### config.mk
export PLATFORM = sky130hd
export DESIGN_NAME = piv_core
export DESIGN_NICKNAME = d
export VERILOG_FILES = /design/src/piv_pkg.sv /design/src/piv_arbiter.sv /design/src/piv_core.sv
export SDC_FILE = /design/constraint.sdc
export NUM_CORES = 1
export LEC_CHECK = 0
export BUFFER_PORTS_ARGS = -buffer_cell sky130_fd_sc_hd__buf_2
export CORE_ASPECT_RATIO = 0.9
export CORE_MARGIN = 2
export CORE_UTILIZATION = 42
export DETAILED_ROUTE_END_ITERATION = 10
export PLACE_DENSITY = 0.85
export SLEW_MARGIN = 20
export SYNTH_ARGS = -nofsm -noshare
export SYNTH_HDL_FRONTEND = slang
export SYNTH_SLANG_ARGS = --single-unit
### constraint.sdc
create_clock -name clk -period 2 [get_ports clk]
set_input_delay 0.2 -clock clk [delete_from_list [all_inputs] [get_ports clk]]
set_output_delay 0.2 -clock clk [all_outputs]
set_load 0.02 [all_outputs]
### src/piv_pkg.sv
package piv_pkg;
  localparam int unsigned NUM_LEVELS = 16;
  localparam int unsigned WORD_W = 16;
  localparam int unsigned NUM_EXT = 8;
  // Vector base and stride for native mode
  localparam logic [15:0] VEC_BASE = 16'h0400;
  localparam int unsigned VEC_STRIDE_SHIFT = 2;
  // Emulated-mode pointer table
  localparam logic [15:0] LINK_BASE = 16'h0020;
  localparam int unsigned LINK_STRIDE_SHIFT = 1;
  // Level numbers with special handling
  localparam int unsigned LVL_POWER_DOWN = 0;
  localparam int unsigned LVL_MACH_ERR = 1;
  localparam int unsigned LVL_EXEC_CALL = 5;
  // Levels that are not edge-triggered: 3, 5, 6
  localparam logic [15:0] LEVEL_SENSE = 16'h0068;
  // Levels that ignore mask: 0, 5
  localparam logic [15:0] NO_MASK = 16'h0021;
  // Levels that ignore global disable: 0, 1, 5
  localparam logic [15:0] NO_DISABLE = 16'h0023;
  // Levels cleared by master reset: 0, 5
  localparam logic [15:0] RST_CLEAR = 16'h0021;
  // Level positions of external inputs: user a..f, io a..b
  localparam logic [3:0] EXT_USER_A = 4'h2;
  localparam logic [3:0] EXT_USER_B = 4'h8;
  localparam logic [3:0] EXT_USER_C = 4'hA;
  localparam logic [3:0] EXT_USER_D = 4'hB;
  localparam logic [3:0] EXT_USER_E = 4'hD;
  localparam logic [3:0] EXT_USER_F = 4'hF;
  localparam logic [3:0] EXT_IO_A = 4'hC;
  localparam logic [3:0] EXT_IO_B = 4'hE;
  localparam logic [15:0] PEND_RESET = 16'h0000;
  localparam logic [15:0] MASK_RESET = 16'h0000;
  localparam logic [15:0] SAVE_RESET = 16'h0000;

  typedef struct packed {
    logic valid;
    logic [3:0] level;
    logic [15:0] native_vec;
    logic [15:0] link_ptr;
    logic [15:0] svc_ptr;
  } piv_vector_t;

  typedef struct packed {
    logic take;
    logic call;
    logic [15:0] counter;
  } piv_seq_t;
endpackage

### src/piv_arbiter.sv
`timescale 1ns/100ps
module piv_arbiter (
  input wire logic [piv_pkg::NUM_LEVELS-1:0] eligible,
  output piv_pkg::piv_vector_t vec
);
  import piv_pkg::*;

  // Lowest index wins: level 0 highest priority
  function automatic logic [4:0] first_set(input logic [15:0] v);
    logic [4:0] r;
    r = 5'h10;
    for (int i = 15; i >= 0; i--) begin
      if (v[i]) begin
        r = 5'(i);
      end
    end
    return r;
  endfunction

  wire logic [4:0] sel = first_set(eligible);
  wire logic [15:0] lvl16 = {12'h000, sel[3:0]};

  assign vec.valid = ~sel[4];
  assign vec.level = sel[3:0];
  assign vec.native_vec = VEC_BASE + (lvl16 << VEC_STRIDE_SHIFT);
  assign vec.link_ptr = LINK_BASE + (lvl16 << LINK_STRIDE_SHIFT);
  assign vec.svc_ptr = LINK_BASE + (lvl16 << LINK_STRIDE_SHIFT) + 16'h0001;
endmodule

### src/piv_core.sv
`timescale 1ns/100ps
module piv_core (
  input wire logic clk,
  input wire logic srst,
  input wire logic master_reset_n,
  input wire logic native_mode,
  input wire logic [5:0] ext_user_irq,
  input wire logic [1:0] io_level_irq,
  input wire logic [piv_pkg::NUM_LEVELS-1:0] internal_irq,
  input wire logic irq_ack,
  input wire logic call_op,
  input wire logic [15:0] instruction_counter,
  input wire logic global_enable_set,
  input wire logic mask_we,
  input wire logic [15:0] mask_wdata,
  output logic [15:0] pending_interrupts,
  output logic [15:0] interrupt_mask,
  output logic [15:0] counter_save_reg,
  output logic global_enable,
  output logic irq_req,
  output piv_pkg::piv_vector_t vector,
  output logic counter_load,
  output logic [15:0] counter_load_value
);
  import piv_pkg::*;

  // External pins are asynchronous to clk
  logic [7:0] ext_s1;
  logic [7:0] ext_s2;
  logic master_reset_n_s1;
  logic master_reset_n_s2;
  logic [15:0] src_prev;

  wire logic [7:0] ext_raw = {io_level_irq, ext_user_irq};

  function automatic logic [15:0] map_ext(input logic [7:0] e);
    logic [15:0] m;
    m = 16'h0000;
    m[EXT_USER_A] = e[0];
    m[EXT_USER_B] = e[1];
    m[EXT_USER_C] = e[2];
    m[EXT_USER_D] = e[3];
    m[EXT_USER_E] = e[4];
    m[EXT_USER_F] = e[5];
    m[EXT_IO_A] = e[6];
    m[EXT_IO_B] = e[7];
    return m;
  endfunction

  localparam logic [15:0] EXT_LEVELS = 16'hFD04;

  // Internal sources own every level not claimed by a pin in native mode
  wire logic [15:0] ext_map = map_ext(ext_s2);
  wire logic [15:0] src_now = native_mode ? ((ext_map & EXT_LEVELS) | (internal_irq & ~EXT_LEVELS))
    : internal_irq;
  wire logic [15:0] rise = src_now & ~src_prev;
  wire logic [15:0] set_bits = (rise & ~LEVEL_SENSE) | (src_now & LEVEL_SENSE);

  wire logic [15:0] mask_ok = interrupt_mask | NO_MASK;
  wire logic [15:0] enable_ok = global_enable ? 16'hFFFF : NO_DISABLE;
  wire logic [15:0] eligible = pending_interrupts & mask_ok & enable_ok;

  piv_vector_t arb_vec;

  piv_arbiter u_arb (
    .eligible(eligible),
    .vec(arb_vec)
  );

  assign vector = arb_vec;
  assign irq_req = arb_vec.valid;

  wire logic take = irq_ack & arb_vec.valid;
  wire logic native_take = take && native_mode;
  wire logic [15:0] taken_bit = take ? (16'h0001 << arb_vec.level) : 16'h0000;
  wire logic master_reset_n_active = ~master_reset_n_s2;
  wire logic [15:0] rst_clr = master_reset_n_active ? RST_CLEAR : 16'h0000;
  wire logic [15:0] set_kept = set_bits & ~rst_clr;

  // A new set wins over the service clear; master reset beats both on 0 and 5
  wire logic [15:0] next_pending = ((pending_interrupts & ~taken_bit) | set_bits) & ~rst_clr;

  always_ff @(posedge clk) begin
    if (srst) begin
      ext_s1 <= 8'h00;
      ext_s2 <= 8'h00;
      master_reset_n_s1 <= 1'b1;
      master_reset_n_s2 <= 1'b1;
      src_prev <= 16'h0000;
    end else begin
      ext_s1 <= ext_raw;
      ext_s2 <= ext_s1;
      master_reset_n_s1 <= master_reset_n;
      master_reset_n_s2 <= master_reset_n_s1;
      src_prev <= src_now;
    end
  end

  always_ff @(posedge clk) begin
    if (srst) begin
      pending_interrupts <= PEND_RESET;
    end else begin
      pending_interrupts <= next_pending;
    end
  end

  always_ff @(posedge clk) begin
    if (srst) begin
      interrupt_mask <= MASK_RESET;
    end else if (mask_we) begin
      interrupt_mask <= mask_wdata;
    end
  end

  // Interrupt entry takes precedence over a call in the same cycle
  always_ff @(posedge clk) begin
    if (srst) begin
      counter_save_reg <= SAVE_RESET;
    end else if (take && native_mode) begin
      counter_save_reg <= instruction_counter;
    end else if (call_op) begin
      counter_save_reg <= instruction_counter;
    end
  end

  // Disable stays set until the core re-enables; service code must read the save first
  always_ff @(posedge clk) begin
    if (srst) begin
      global_enable <= 1'b0;
    end else if (take && native_mode) begin
      global_enable <= 1'b0;
    end else if (global_enable_set) begin
      global_enable <= 1'b1;
    end
  end

  always_ff @(posedge clk) begin
    if (srst) begin
      counter_load <= 1'b0;
      counter_load_value <= 16'h0000;
    end else begin
      counter_load <= take && native_mode;
      if (take) begin
        counter_load_value <= native_mode ? arb_vec.native_vec : arb_vec.link_ptr;
      end
    end
  end

  property p_save_on_take;
    @(posedge clk) disable iff (srst)
      (take && native_mode) |=> (counter_save_reg == $past(instruction_counter)) && !global_enable;
  endproperty
  a_save_on_take: assert property (p_save_on_take) else $error("save or disable missing on take");

  property p_vector_value;
    @(posedge clk) disable iff (srst)
      (take && native_mode) |=> counter_load && counter_load_value == (16'h0400 + {10'h000, $past(arb_vec.level), 2'b00});
  endproperty
  a_vector_value: assert property (p_vector_value) else $error("wrong native vector");

  property p_mask_blocks;
    @(posedge clk) disable iff (srst)
      arb_vec.valid |-> (interrupt_mask[arb_vec.level] || arb_vec.level == 4'd0 || arb_vec.level == 4'd5);
  endproperty
  a_mask_blocks: assert property (p_mask_blocks) else $error("masked level selected");

  property p_disable_blocks;
    @(posedge clk) disable iff (srst)
      (arb_vec.valid && !global_enable) |-> (arb_vec.level <= 4'd1 || arb_vec.level == 4'd5);
  endproperty
  a_disable_blocks: assert property (p_disable_blocks) else $error("disabled level selected");

  property p_nmi_taken;
    @(posedge clk) disable iff (srst)
      pending_interrupts[0] |-> (arb_vec.valid && arb_vec.level == 4'd0);
  endproperty
  a_nmi_taken: assert property (p_nmi_taken) else $error("level 0 not selected");

  property p_priority;
    @(posedge clk) disable iff (srst)
      arb_vec.valid |-> ((eligible & ((16'h0001 << arb_vec.level) - 16'h0001)) == 16'h0000);
  endproperty
  a_priority: assert property (p_priority) else $error("higher level skipped");

  property p_clear_one;
    @(posedge clk) disable iff (srst)
      (take && set_bits == 16'h0000 && !master_reset_n_active) |=> pending_interrupts == ($past(pending_interrupts) & ~$past(taken_bit));
  endproperty
  a_clear_one: assert property (p_clear_one) else $error("pending clear wrong");

  property p_master_reset;
    @(posedge clk) disable iff (srst)
      master_reset_n_active |=> (pending_interrupts[0] == 1'b0 && pending_interrupts[5] == 1'b0);
  endproperty
  a_master_reset: assert property (p_master_reset) else $error("levels 0/5 not cleared");

  property p_call_save;
    @(posedge clk) disable iff (srst)
      (call_op && !(take && native_mode)) |=> counter_save_reg == $past(instruction_counter);
  endproperty
  a_call_save: assert property (p_call_save) else $error("call did not save counter");

  property p_edge_set;
    @(posedge clk) disable iff (srst)
      (rise[2] && !master_reset_n_active) |=> pending_interrupts[2];
  endproperty
  a_edge_set: assert property (p_edge_set) else $error("edge not latched");

  property p_ext_ignored;
    @(posedge clk) disable iff (srst)
      (native_mode && !pending_interrupts[8] && !ext_map[8]) |=> !pending_interrupts[8];
  endproperty
  a_ext_ignored: assert property (p_ext_ignored) else $error("core source set a pin level");

  property p_emul_internal;
    @(posedge clk) disable iff (srst)
      (!native_mode && internal_irq[8] && !src_prev[8]) |=> pending_interrupts[8];
  endproperty
  a_emul_internal: assert property (p_emul_internal) else $error("emulated source not latched");

  property p_level_sense;
    @(posedge clk) disable iff (srst)
      src_now[3] |=> pending_interrupts[3];
  endproperty
  a_level_sense: assert property (p_level_sense) else $error("held level not latched");

  property p_edge_only;
    @(posedge clk) disable iff (srst)
      (src_prev[4] && !pending_interrupts[4]) |=> !pending_interrupts[4];
  endproperty
  a_edge_only: assert property (p_edge_only) else $error("held edge source set again");

  property p_pending_set;
    @(posedge clk) disable iff (srst)
      (set_kept != 16'h0000) |=> ((pending_interrupts & $past(set_kept)) == $past(set_kept));
  endproperty
  a_pending_set: assert property (p_pending_set) else $error("pending bit not set");

  property p_load_pulse;
    @(posedge clk) disable iff (srst)
      counter_load |-> $past(native_take);
  endproperty
  a_load_pulse: assert property (p_load_pulse) else $error("load without native take");

  property p_emul_no_save;
    @(posedge clk) disable iff (srst)
      (take && !native_mode && !call_op) |=> $stable(counter_save_reg) && !counter_load;
  endproperty
  a_emul_no_save: assert property (p_emul_no_save) else $error("emulated take saved counter");

  property p_emul_vector;
    @(posedge clk) disable iff (srst)
      (take && !native_mode) |=> counter_load_value == (16'h0020 + {11'h000, $past(arb_vec.level), 1'b0});
  endproperty
  a_emul_vector: assert property (p_emul_vector) else $error("wrong linkage pointer");

  property p_svc_ptr;
    @(posedge clk) disable iff (srst)
      arb_vec.valid |-> (arb_vec.svc_ptr == arb_vec.link_ptr + 16'h0001);
  endproperty
  a_svc_ptr: assert property (p_svc_ptr) else $error("service pointer not next");

  property p_mask_write;
    @(posedge clk) disable iff (srst)
      mask_we |=> interrupt_mask == $past(mask_wdata);
  endproperty
  a_mask_write: assert property (p_mask_write) else $error("mask write lost");

  property p_level5_free;
    @(posedge clk) disable iff (srst)
      pending_interrupts[5] |-> (arb_vec.valid && arb_vec.level <= 4'd5);
  endproperty
  a_level5_free: assert property (p_level5_free) else $error("level 5 blocked");

  property p_level1_mask;
    @(posedge clk) disable iff (srst)
      (pending_interrupts[1] && interrupt_mask[1]) |-> (arb_vec.valid && arb_vec.level <= 4'd1);
  endproperty
  a_level1_mask: assert property (p_level1_mask) else $error("level 1 blocked by disable");

  property p_idle_req;
    @(posedge clk) disable iff (srst)
      (eligible == 16'h0000) |-> !irq_req;
  endproperty
  a_idle_req: assert property (p_idle_req) else $error("request with nothing eligible");

  property p_enable_set;
    @(posedge clk) disable iff (srst)
      (global_enable_set && !native_take) |=> global_enable;
  endproperty
  a_enable_set: assert property (p_enable_set) else $error("re-enable lost");
endmodule

**Yosys cells after proc, flatten, opt, wreduce, memory -nomap -nowiden**

Cells that the tools add are included.

- Bits in registers: 100
- Output and inout bits: 120
- Bits in writable memories: 0
- Bits in latches: 0
- Input bits: 64
- Word-level logic and storage cells: 54
- Bits in read-only memories: 0
- Memories: 0

- $add $sub $neg: 3
- Bitwise operators: 13
- Shift-type cells: 1
- Multiply operators: 0
- Equal/unequal tests: 0
- $lt $le $gt $ge: 0
- Reductions and logical operators: 3
- Div/mod/pow operators: 0
- Muxes and demuxes: 23

Operator list:

| cell | count |
|---|---|
| 16-bit two-way mux | 6 |
| 16-bit bitwise AND | 5 |
| 5-bit two-way mux | 16 |
| 16-bit NOT | 2 |
| 16-bit by 1-bit adder with 16-bit output (second input constant) | 1 |
| 6-bit NOT with 16-bit output | 1 |
| 16-bit by 10-bit bitwise OR with 16-bit output | 1 |
| 16-bit bitwise OR | 1 |
| 16-bit by 7-bit bitwise OR with 16-bit output | 1 |
| 1-bit by 4-bit left shift with 16-bit output (first input constant) | 1 |
| 11-bit by 6-bit adder with 12-bit output (first input constant) | 1 |
| 6-bit by 5-bit adder with 7-bit output (first input constant) | 1 |
| 6-bit two-way mux | 1 |
| 2-bit nonzero test | 1 |
| 2-bit OR reduction | 1 |
| 1-bit bitwise AND | 1 |
| 1-bit logical AND | 1 |
| 1-bit NOT | 1 |

**Depth between registers and ports, before layout**

Gate-level depths: netlist (run 1).

- Word-level depth: 25
- Mapped depth: 8
- Mapped depth without buffers: 7

**By module**

A second synthesis (run 1) with hierarchy kept.

- Cells, all modules: 442
- Area, all modules: 4,166.5 um^2

By module, submodules not included:

| module | area each (um^2) | sequential area each (um^2) | cells an instance | instances |
|---|---|---|---|---|
| piv_core | 3,617.2 | 1,941.9 | 359 | 1 |
| piv_arbiter | 549.3 | 0.0 | 83 | 1 |

**Worst setup path after synthesis (run 1)**

No wires, ideal clock.

- Path kind: register to register
- Start: register pending_interrupts[8]
- End: register counter_load_value[2]
- Setup time: 0.120 ns
- Required time: 1.880 ns
- Slack: -0.103 ns
- Period minus slack after synthesis: 2.103 ns
- Arrival: 1.984 ns
- Path buffers: 0
- Cell stages (with the launch flop): 7
- Cell sequence: dfxtp_1 -> a22o_4 -> o41ai_4 -> nand3_1 -> nand2_1 -> nor4_1 -> a211o_1

- Longest elaborated chain between the ends: 13
- Elaborated cells on any way between the ends: 16
- Those cells by class: add/sub: 2; mux: 10; bitwise: 4

RTL lines:

| element | line | text |
|---|---|---|
| from (decl) | piv_core.sv:16 | `output logic [15:0] pending_interrupts,` |
| from (signal assigned) | piv_core.sv:103 | `pending_interrupts <= next_pending;` |
| 16-bit bitwise AND (2 in series) | piv_core.sv:61 | `wire logic [15:0] eligible = pending_interrupts & mask_ok & enable_ok;` |
| 5-bit two-way mux (9 in series) | piv_arbiter.sv:13 | `if (v[i]) begin` |
| 1-bit NOT | piv_arbiter.sv:23 | `assign vec.valid = ~sel[4];` |
| via irq_req | piv_core.sv:20 | `output logic irq_req,` |
| 1-bit bitwise AND | piv_core.sv:73 | `wire logic take = irq_ack & arb_vec.valid;` |
| to (signal assigned) | piv_core.sv:144 | `counter_load_value <= native_mode ? arb_vec.native_vec : arb_vec.link_ptr;` |
| to (decl) | piv_core.sv:23 | `output logic [15:0] counter_load_value` |

The timed path passes the listed nets, and every way through them passes these cells.
A chain may end at the register's enable or synchronous reset.

==> results of run 1 <==
==> what timing repair did <==
action | 4_1_cts | 5_1_grt
pin swaps | 8 | 6
endpoints found under the setup margin | 23 | 41
resized for setup | 57 | 44
setup buffers | 11 | 1
==> power groups by stage <==
stage	registers, mW	logic, mW	clock network, mW
after global placement	1.97	0.873	0
after floorplan	2.06	0.542	0
after CTS	1.94	0.973	1.32
after detailed placement	1.97	0.887	0
after global routing	1.96	1.12	1.41
final	1.95	1.05	1.30
==> critical path: cells and delay by family (launching register included) <==
family,cells,cell delay [ns]
DFF,1,0.37
buffers and inverters,1,0.14
AOI/OAI and AO/OA,4,0.80
and+or+nand+nor,1,0.20
==> layout make-up <==
type                       instances  share of cell area (%)
inverter                          10                  0.7297
clock buffer                      10                   2.481
timing repair buffer             178                   21.92
multi-input combinational        295                   36.07
sequential                        87                   34.42
clock inverter                     4                   1.411
tap                              122                   2.968
==> per-layer routing <==
metal | vias to the layer above | track usage, % | share of wire, %
met1 | 1632 | 24.90 | 43
met4 | 0 | 7.095 | 1.8
met5 | - | 0 | 0
met2 | 150 | 35.19 | 49
met3 | 20 | 4.279 | 6.0
li1 | 1660 | - | -
==> cells by family after synthesis <==
logic type,count (synthesis)
other,2
AO/OA/AOI/OAI,103
AND/OR/NAND/NOR,122
buffers and inverters,87
multiplexers,24
flip-flops,87
==> how the worst max path moves through the flow <==
stage | startpoint | end | slack, ns
floorplan | pending_interrupts[12] | counter_load_value[2] | -0.005
global placement | pending_interrupts[8] | pending_interrupts[14] | -0.03
detailed placement | global_enable | pending_interrupts[14] | -0.01
CTS | interrupt_mask[9] | vector[1] | -0.06
global route | interrupt_mask[9] | vector[1] | -0.15
finish | global_enable | vector[34] | -0.06
==> per-stage QoR <==
step,util [%],TNS (ns),setup WS [ns],cell area (sq um),instances
6_report,57.41,-0.2914,-0.06201,5144,706
5_1_grt,57.41,-1.317,-0.1525,5144,706
4_1_cts,55.50,-0.5118,-0.05778,4972,705
3_5_place_dp,50.83,-0.01401,-0.01401,4554,680
3_3_place_gp,50.83,-0.02629,-0.02629,4554,680
2_1_floorplan,-,-0.004556,-0.004556,3995,469
==> cell usage in the layout, fill, tap and decap left out, drive strengths merged, types with 3 or more instances in the layout <==
| cell | count |
|---|---|
| clkbuf | 10 |
| inv | 10 |
| dfxtp | 87 |
| a31oi | 6 |
| nand2 | 45 |
| buf | 178 |
| nand3 | 5 |
| nor3 | 3 |
| mux2i | 24 |
| a21oi | 35 |
| o21ai | 21 |
| a22oi | 5 |
| a22o | 7 |
| conb | 46 |
| nor2b | 23 |
| nor2 | 34 |
| o31ai | 7 |
| nand2b | 4 |
| o211ai | 4 |
==> results_dict.tcl, run 1 <==
set metrics [dict create \
    rows 33 \
    min_from "master_reset_n" \
    crit_arrival_ns 1.86 \
    crit_path_end_kind "output port" \
    synthMuxAreaShare_pct 6.287 \
    syn2layout_area_growth_pct 34.61 \
    cts_max_level 3 \
    hold_buffers 0 \
    syn_area_sq_um 3821 \
    start_util_pct 42.65 \
    synth_cell_type_count 48 \
    die_w_um 104.5 \
    port_buffers 137 \
    ys_seq_area_share_pct 45.58 \
    fin_crit_ns 2.062 \
    synth_edf_count 0 \
    overflow 0 \
    drt-wirelength-per-cell_um 14.83 \
    cts_tree "built" \
    drv_cap 0 \
    synthCells 425 \
    total_power_mw 4.293 \
    yosysWarnings 0 \
    min_to "master_reset_n_s1" \
    remaining_drc_errors 0 \
    max_freq_mhz 485.0 \
    swShare_pct 30.87 \
    grt_max_degree 42 \
    timing.hold.ws_ns 0.02493 \
    synth_top_family_by_area "compound AO/OA/AOI/OAI gates" \
    hold_path_class "primary input to flip-flop" \
    rsz0062_at_grt "true" \
    clk_path_buf_depth 2 \
    maxSlewViolCount 0 \
    fillers 787 \
    synth_area_leaders "dfxtp_1, buf_4, mux2i_1" \
    yosysMostFrequentCell "dfxtp_1" \
    slowest_stage "dfxtp_4" \
    rrSetupSlack_ns 0.06 \
    crit_type "flip-flop to output port" \
    seq_power_share_pct 45.3 \
    ant_nets 0 \
    worstPathMaxFanout 7 \
    synth_commonest_cells "dfxtp_1, buf_4, nand2_1" \
    cts_buffers 9 \
    hpwl_um 7652 \
    drive_gt1_share_pct 42.64 \
    p_leak_nw 2.464 \
    min_path_cells 2 \
    rr_endpoint "pending_interrupts[0]" \
    p_comb_share_pct 24.4 \
    drt-initial-drc-count 240 \
    ys.flop_type "dfxtp_1" \
    hold_violations 0 \
    cpPeakStageDelay_ns 0.37 \
    grt_pass1_wl_um 15760 \
    routed_wl_um 10470 \
    status "finished with violations" \
    final-setup-viol-count 11 \
    dr_total_vias 3462 \
    violations "setup timing" \
    die_area_sq_um 9878 \
    pwr_density_cell_nw_per_um2 834.5 \
    io_pins 184 \
    fin_skew_ns 0.008692 \
    fin_crit_sh_pct 103.1 \
    p_int_mw 2.967 \
    start_kind "flip-flop" \
    synth_top_area_cell "dfxtp_1" \
    ir_drop_v 0.0004324 \
    dr.pass1.iters 5 \
    via_per_inst 4.904 \
    avgSynthCellArea_sq_um 8.991 \
    synth_compound_area_share_pct 18.73 \
    synthXorXnorAreaFrac_pct 0 \
    root_buffer "clkbuf_8" \
    synthSimpleGateAreaFrac_pct 14.60 \
    seq_area_sq_um 1770 \
    p_switching_mw 1.325 \
    finalWorstSetupSlack_ns -0.06201 \
    synth-adder-area-share_pct 0 \
    diodes 0 \
    cp.required_ns 1.80 \
    crit-reg2reg-launch "global_enable" \
    grtUsageTotal_pct 20.19 \
    cts_sinks 87 \
    multi_input_area_sq_um 1856 \
    yosysTopAreaCellShare_pct 45.58 \
    antenna_found_initial 0 \
    synthArstFlopShare_pct 0 \
    rr_worst_depth 9 \
    core_area_sq_um 8960 \
    die_h_um 94.49 \
    clk_latency_ns 0.36 \
    clkPwrFrac_pct 30.3 \
    synth-seq-cells 87 \
    gp_congestion 0.8378 \
    path_clk_slew_ns 0.08 \
    cp_cell_sequence "a21boi_2 -> a32o_2 -> a311oi_2 -> o21ai_1 -> and2_4 -> buf_6" \
    grt_pass1_vias 3200 \
    nets 645 \
]
Note: power is estimated with default switching activity, not from simulation.
==> run 2, diff against run 1 <==
--- a/config.mk
+++ b/config.mk
@@ -5,12 +5,13 @@
 export SDC_FILE = /design/constraint.sdc
 export NUM_CORES = 1
 export LEC_CHECK = 0
+export ABC_AREA = 1
 export BUFFER_PORTS_ARGS = -buffer_cell sky130_fd_sc_hd__buf_2
 export CORE_ASPECT_RATIO = 0.9
 export CORE_MARGIN = 2
 export CORE_UTILIZATION = 42
 export DETAILED_ROUTE_END_ITERATION = 10
-export PLACE_DENSITY = 0.85
+export PLACE_DENSITY = 0.84
 export SLEW_MARGIN = 20
 export SYNTH_ARGS = -nofsm -noshare
 export SYNTH_HDL_FRONTEND = slang
==> run 2 against run 1 <==
- the flow still finishes with violations (setup timing)
- register-to-register slack got worse by 0.09 ns
- non-clock buffer count fell by 21
- first-iteration DRC count fell by 37%
==> results_dict.tcl, run 2 <==
set metrics [dict create \
    cts_tree "built" \
    synth_top_area_cell "dfxtp_1" \
    clk_latency_ns 0.35 \
    hpwl_um 6945 \
    root_buffer "clkbuf_8" \
    grt_pass1_wl_um 14460 \
    rrSetupSlack_ns -0.03 \
    layout_common_cells "buf_2, nor2_1, dfxtp_1" \
    worst_pin_slew_ns 0.5416 \
    slew_headroom_pct 63.85 \
    hold_buffers 0 \
    via_per_inst 4.477 \
    start_kind "flip-flop" \
    synth_area_leaders "dfxtp_1, buf_4, nor2_1" \
    core_area_sq_um 9084 \
    routed_wl_um 9655 \
    grtUsageTotal_pct 18.36 \
    drive_gt1_share_pct 36.83 \
    io_pins 184 \
    hold_path_class "primary input to flip-flop" \
    cts_buffers 9 \
    hold_violations 0 \
    dr_total_vias 3452 \
    path_clk_slew_ns 0.08 \
    cp.required_ns 1.80 \
    overflow 0 \
    final_common_cell "buf_2" \
    yosysWarnings 0 \
    violations "setup timing" \
    p_comb_share_pct 25.3 \
    synth_edf_count 0 \
    grt_max_degree 40 \
    rows 33 \
    syn_area_sq_um 3906 \
    clk_path_buf_depth 2 \
    clkPwrFrac_pct 25.9 \
    p_int_mw 2.652 \
    final-setup-viol-count 14 \
    status "finished with violations" \
    p_leak_nw 2.526 \
    remaining_drc_errors 0 \
    dr.pass1.iters 4 \
    diodes 0 \
    gp_congestion 0.8993 \
    synthArstFlopShare_pct 0 \
    die_h_um 95.49 \
    cpPeakStageDelay_ns 0.37 \
    maxSlewViolCount 0 \
    crit_path_end_kind "output port" \
    rsz0062_at_grt "true" \
    place_area_sq_um 4461 \
    cp_cell_sequence "buf_4 -> nand3_2 -> nand2_2 -> a31oi_1 -> nor2_1 -> o21bai_1 -> a21oi_4 -> buf_4 -> buf_2" \
    min_to "ext_s1[3]" \
    min_path_cells 3 \
    fin_crit_sh_pct 105.0 \
    fin_skew_ns 0.01063 \
    synthCells 506 \
    rr_worst_depth 19 \
    yosysMostFrequentCell "nor2_1" \
    syn2layout_area_growth_pct 24.28 \
    fin_crit_ns 2.099 \
    final_core_util_pct 53.44 \
    ys.flop_type "dfxtp_1" \
    ys_seq_area_share_pct 44.59 \
    port_buffers 137 \
    fin_area_sq_um 4855 \
    slowest_stage "dfxtp_4" \
    die_w_um 105.7 \
    swShare_pct 33.24 \
    drv_cap 0 \
    finalWorstSetupSlack_ns -0.09905 \
    synth-seq-cells 87 \
    ir_drop_v 0.0004354 \
    synth_cell_type_count 34 \
    p_switching_mw 1.320 \
    crit_top_cell "buf_4" \
    die_area_sq_um 10090 \
    fin_setup_tns_ns -0.8697 \
    crit_arrival_ns 1.90 \
    drt-initial-drc-count 152 \
    yosysTopAreaCellShare_pct 44.59 \
    max_freq_mhz 476.4 \
    drt-wirelength-per-cell_um 12.52 \
    cts_max_level 3 \
    nets 708 \
    antenna_found_initial 0 \
    crit_type "flip-flop to output port" \
    pwr_density_cell_nw_per_um2 818.2 \
    ant_nets 0 \
    synth_commonest_cells "nor2_1, dfxtp_1, nand2_1" \
    worstPathMaxFanout 9 \
    avgSynthCellArea_sq_um 7.720 \
    rr_endpoint "pending_interrupts[11]" \
    min_from "ext_user_irq[3]" \
    cts_sinks 87 \
    seq_power_share_pct 48.8 \
    start_util_pct 43.00 \
    grt_pass1_vias 2998 \
    crit-reg2reg-launch "global_enable" \
]
==> run 2: worst max-delay path by stage <==
stage | from | end | slack [ns] | depth (start not counted)
after floorplan | global_enable | pending_interrupts[11] | 0.10 | 12
after detailed placement | global_enable | pending_interrupts[9] | 0.07 | 21
after global routing | global_enable | vector[17] | -0.29 | 19
final | global_enable | vector[18] | -0.1 | 9
after global placement | global_enable | pending_interrupts[1] | 0.09 | 21
after CTS | global_enable | vector[18] | -0.11 | 9
==> run 2: per-stage QoR <==
stage / power [mW] / setup WS (ns) / hold slack [ns] / instances
floorplan: 2.661 / 0.1029 / 0.2835 / 550
global route: 4.171 / -0.2881 / 0.02582 / 771
global placement: 2.843 / 0.08856 / 0.3901 / 745
CTS: 3.918 / -0.1117 / 0.02535 / 765
finish: 3.972 / -0.09905 / 0.04323 / 771
detailed placement: 2.851 / 0.07029 / 0.3925 / 745
==> run 2: power groups by stage <==
stage               clock [mW]  combinational [mW]  sequential (mW)
floorplan                    0               0.589             2.07
global placement             0               0.866             1.98
detailed placement           0               0.875             1.98
CTS                       1.06               0.921             1.94
global route              1.13                1.09             1.95
finish                    1.03                1.00             1.94
==> run 2: kinds of logic (layout without fill, tap and decap cells) <==
group | Yosys count | after routing | synth area share [%]
other cells | 2 | 46 | 0.1923
buf+inv | 133 | 232 | 19.51
simple gates | 213 | 213 | 25.62
flops | 87 | 87 | 44.59
compound gates | 71 | 71 | 10.09
==> run 2: cell type report <==
cell class / count / area [sq um]
clock buffers: 11 / 131.4
multi-input cells: 330 / 1650
fillers: 894 / 4229
flip-flops and latches: 87 / 1749
inverters: 59 / 246.5
repair buffers: 157 / 899.6
well taps: 122 / 152.6
clock inverters: 5 / 25.02
==> run 2: per-layer routing <==
metal	global-route usage, %	part of all wire (%)
met1	22.38	41
met2	30.27	47
met3	6.630	9.3
met4	6.360	1.7
met5	0	0
==> run 2: critical path: cells and delay by family, from the launching register on <==
kind | cells | cell delay (ns)
AOI/OAI and AO/OA | 3 | 0.45
buffers and inverters | 3 | 0.51
DFF | 1 | 0.37
and+or+nand+nor | 3 | 0.22
==> run 2: what timing repair did <==
| action | 4_1_cts | 5_1_grt |
|---|---|---|
| endpoints found under the setup margin | 12 | 50 |
| setup buffers | 4 | 7 |
| cloned | 0 | 0 |
| resized for setup | 19 | 33 |
| hold endpoints to repair | 0 | 0 |
| pin swaps | 4 | 11 |
==> run 3, diff against run 2 <==
--- a/config.mk
+++ b/config.mk
@@ -8,9 +8,10 @@
 export ABC_AREA = 1
 export BUFFER_PORTS_ARGS = -buffer_cell sky130_fd_sc_hd__buf_2
 export CORE_ASPECT_RATIO = 0.9
-export CORE_MARGIN = 2
+export CORE_MARGIN = 1
 export CORE_UTILIZATION = 42
 export DETAILED_ROUTE_END_ITERATION = 10
+export GPL_TIMING_DRIVEN = 1
 export PLACE_DENSITY = 0.84
 export SLEW_MARGIN = 20
 export SYNTH_ARGS = -nofsm -noshare
==> constraint.sdc (replaced) <==
create_clock -name clk -period 2 [get_ports clk]
set_input_delay 0.2 -clock clk [delete_from_list [all_inputs] [get_ports clk]]
set_output_delay 0.2 -clock clk [all_outputs]
set_load 0.05 [all_outputs]
==> run 3 against run 2 <==
- the run still ends with setup timing left
- via count up 1.7%
- utilization up 1.5 points
- global-route usage up 1.6 points
- register-to-register slack worse by 0.06 ns
- sequential cell count unchanged
- cell count down 1.0%
- routed wire length up 1.5%
- clock power up 17%
- critical endpoint is now vector[34]
==> results_dict.tcl, run 3 (same netlist as run 2, synthesis figures left out) <==
set metrics [dict create \
    routed_wl_um 9803 \
    diodes 0 \
    layout_common_cells "buf_2, nor2_1, dfxtp_1" \
    place_area_sq_um 4472 \
    final-setup-viol-count 16 \
    drt-initial-drc-count 145 \
    fillers 810 \
    finalWorstSetupSlack_ns -0.1682 \
    die_w_um 103.7 \
    fin_area_sq_um 4992 \
    seq_power_share_pct 42.2 \
    io_pins 184 \
    dr.pass1.iters 4 \
    hold_buffers 0 \
    max_freq_mhz 461.2 \
    hold_path_class "primary input to flip-flop" \
    multi_input_area_sq_um 1692 \
    cp_cell_sequence "nand2_2 -> nor2_2 -> nand2_1 -> nand2_1 -> nand2_1 -> nand2_1 -> nand2_1 -> nand2_1 -> nand2_1 -> nand2_1 -> nand2_1 -> nand2_1 -> nand2_1 -> nand2_1 -> nand2_2 -> nand2_4 -> nand2_4 -> inv_8 -> buf_8" \
    hpwl_um 7075 \
    cpPeakStageDelay_ns 0.36 \
    grtUsageMet1_pct 21.95 \
    fin_skew_ns 0.01135 \
    grt_pass1_wl_um 15200 \
    rows 33 \
    fin_setup_tns_ns -1.583 \
    maxSlewViolCount 0 \
    ant_nets 0 \
    start_kind "flip-flop" \
    crit-reg2reg-launch "global_enable" \
    antenna_found_initial 0 \
    swShare_pct 38.05 \
    syn2layout_area_growth_pct 27.80 \
    p_leak_nw 2.538 \
    timing.hold.ws_ns 0.04467 \
    core_area_sq_um 9084 \
    grtUsageTotal_pct 19.94 \
    cts_tree "built" \
    p_switching_mw 1.757 \
    gp_congestion 0.8935 \
    clkPwrFrac_pct 26.2 \
    rsz0062_at_grt "true" \
    cp.required_ns 1.80 \
    hold_violations 0 \
    dr_total_vias 3511 \
    worstPathMaxFanout 5 \
    status "finished with violations" \
    clk_latency_ns 0.35 \
    rr_worst_depth 23 \
    crit_path_end_kind "output port" \
    start_util_pct 43.00 \
    drv_cap 0 \
    final_common_cell "buf_2" \
    violations "setup timing" \
    die_area_sq_um 9691 \
    nets 701 \
    grt_max_degree 40 \
    die_h_um 93.49 \
    via_per_inst 4.602 \
    overflow 0 \
    grt_pass1_vias 3162 \
    slowest_stage "dfxtp_4" \
    pwr_density_cell_nw_per_um2 924.9 \
    final_core_util_pct 54.96 \
    root_buffer "clkbuf_8" \
    drt-wirelength-per-cell_um 12.85 \
    use_met3_pct 6.063 \
    p_comb_share_pct 31.6 \
    seq_area_sq_um 1774 \
    fin_crit_ns 2.168 \
    cts_buffers 9 \
    post-place-ws_ns 0.04116 \
    dp.cells 741 \
    path_clk_slew_ns 0.08 \
    fin_crit_sh_pct 108.4 \
    clk_path_buf_depth 2 \
    rr_endpoint "pending_interrupts[12]" \
    p_int_mw 2.860 \
    remaining_drc_errors 0 \
    crit_arrival_ns 1.97 \
    crit_type "flip-flop to output port" \
    drive_gt1_share_pct 40.09 \
    cts_max_level 3 \
    grt_busiest_layer "met2" \
    final_cells 763 \
    rrSetupSlack_ns -0.09 \
    critPathCapture "vector[34]" \
    cts_sinks 87 \
    grt_use_met2_pct 35.35 \
    ir_drop_v 0.0005475 \
    startpoint "pending_interrupts[15]" \
    port_buffers 137 \
    total_power_mw 4.617 \
    crit_top_cell "nand2_1" \
]
==> run 3: per-layer routing <==
metal / up-vias / wire length [um]
li1: 1720 / -
met2: 186 / 4880
met1: 1575 / 3932
met5: - / 0
met3: 30 / 682
met4: 0 / 306
==> run 3: power by group through the flow <==
stage	Sequential [mW]	Combinational [mW]	Clock, mW
5_1_grt	1.96	1.53	1.32
2_1_floorplan	2.29	0.811	0
3_5_place_dp	1.98	1.29	0
3_3_place_gp	1.98	1.27	0
4_1_cts	1.94	1.39	1.23
6_report	1.95	1.46	1.21
==> run 3: repair_timing <==
| item | 4_1_cts | 5_1_grt |
|---|---|---|
| endpoints found under the setup margin | 16 | 53 |
| buffers inserted | 5 | 3 |
| hold endpoints to repair | 0 | 0 |
| gates cloned | 0 | 0 |
| pin swaps | 3 | 13 |
| gates resized for setup | 39 | 42 |
==> run 3: layout make-up <==
type | instances | area share (%)
clock inverter | 2 | 0.2005
inverter | 59 | 5.088
clock buffer | 13 | 3.835
tap | 122 | 3.058
sequential | 87 | 35.54
multi-input combinational | 330 | 33.88
timing repair buffer | 150 | 18.40
==> run 3: worst min path at each step <==
stage | from | slack [ns] | endpoint | depth (start not counted)
after CTS | master_reset_n | 0.03 | master_reset_n_s1 | 2
final | master_reset_n | 0.04 | master_reset_n_s1 | 2
after floorplan | srst | 0.28 | counter_load | 1
after global routing | master_reset_n | 0.03 | master_reset_n_s1 | 2
after global placement | ext_s1[3] | 0.39 | ext_s2[3] | 2
after detailed placement | ext_s1[0] | 0.40 | ext_s2[0] | 2
==> run 3: worst max-delay path: cells and delay by family (launching register included) <==
kind                   cells  cell delay [ns]
DFF                        1             0.36
buffers and inverters      2             0.22
and+or+nand+nor           17             1.03
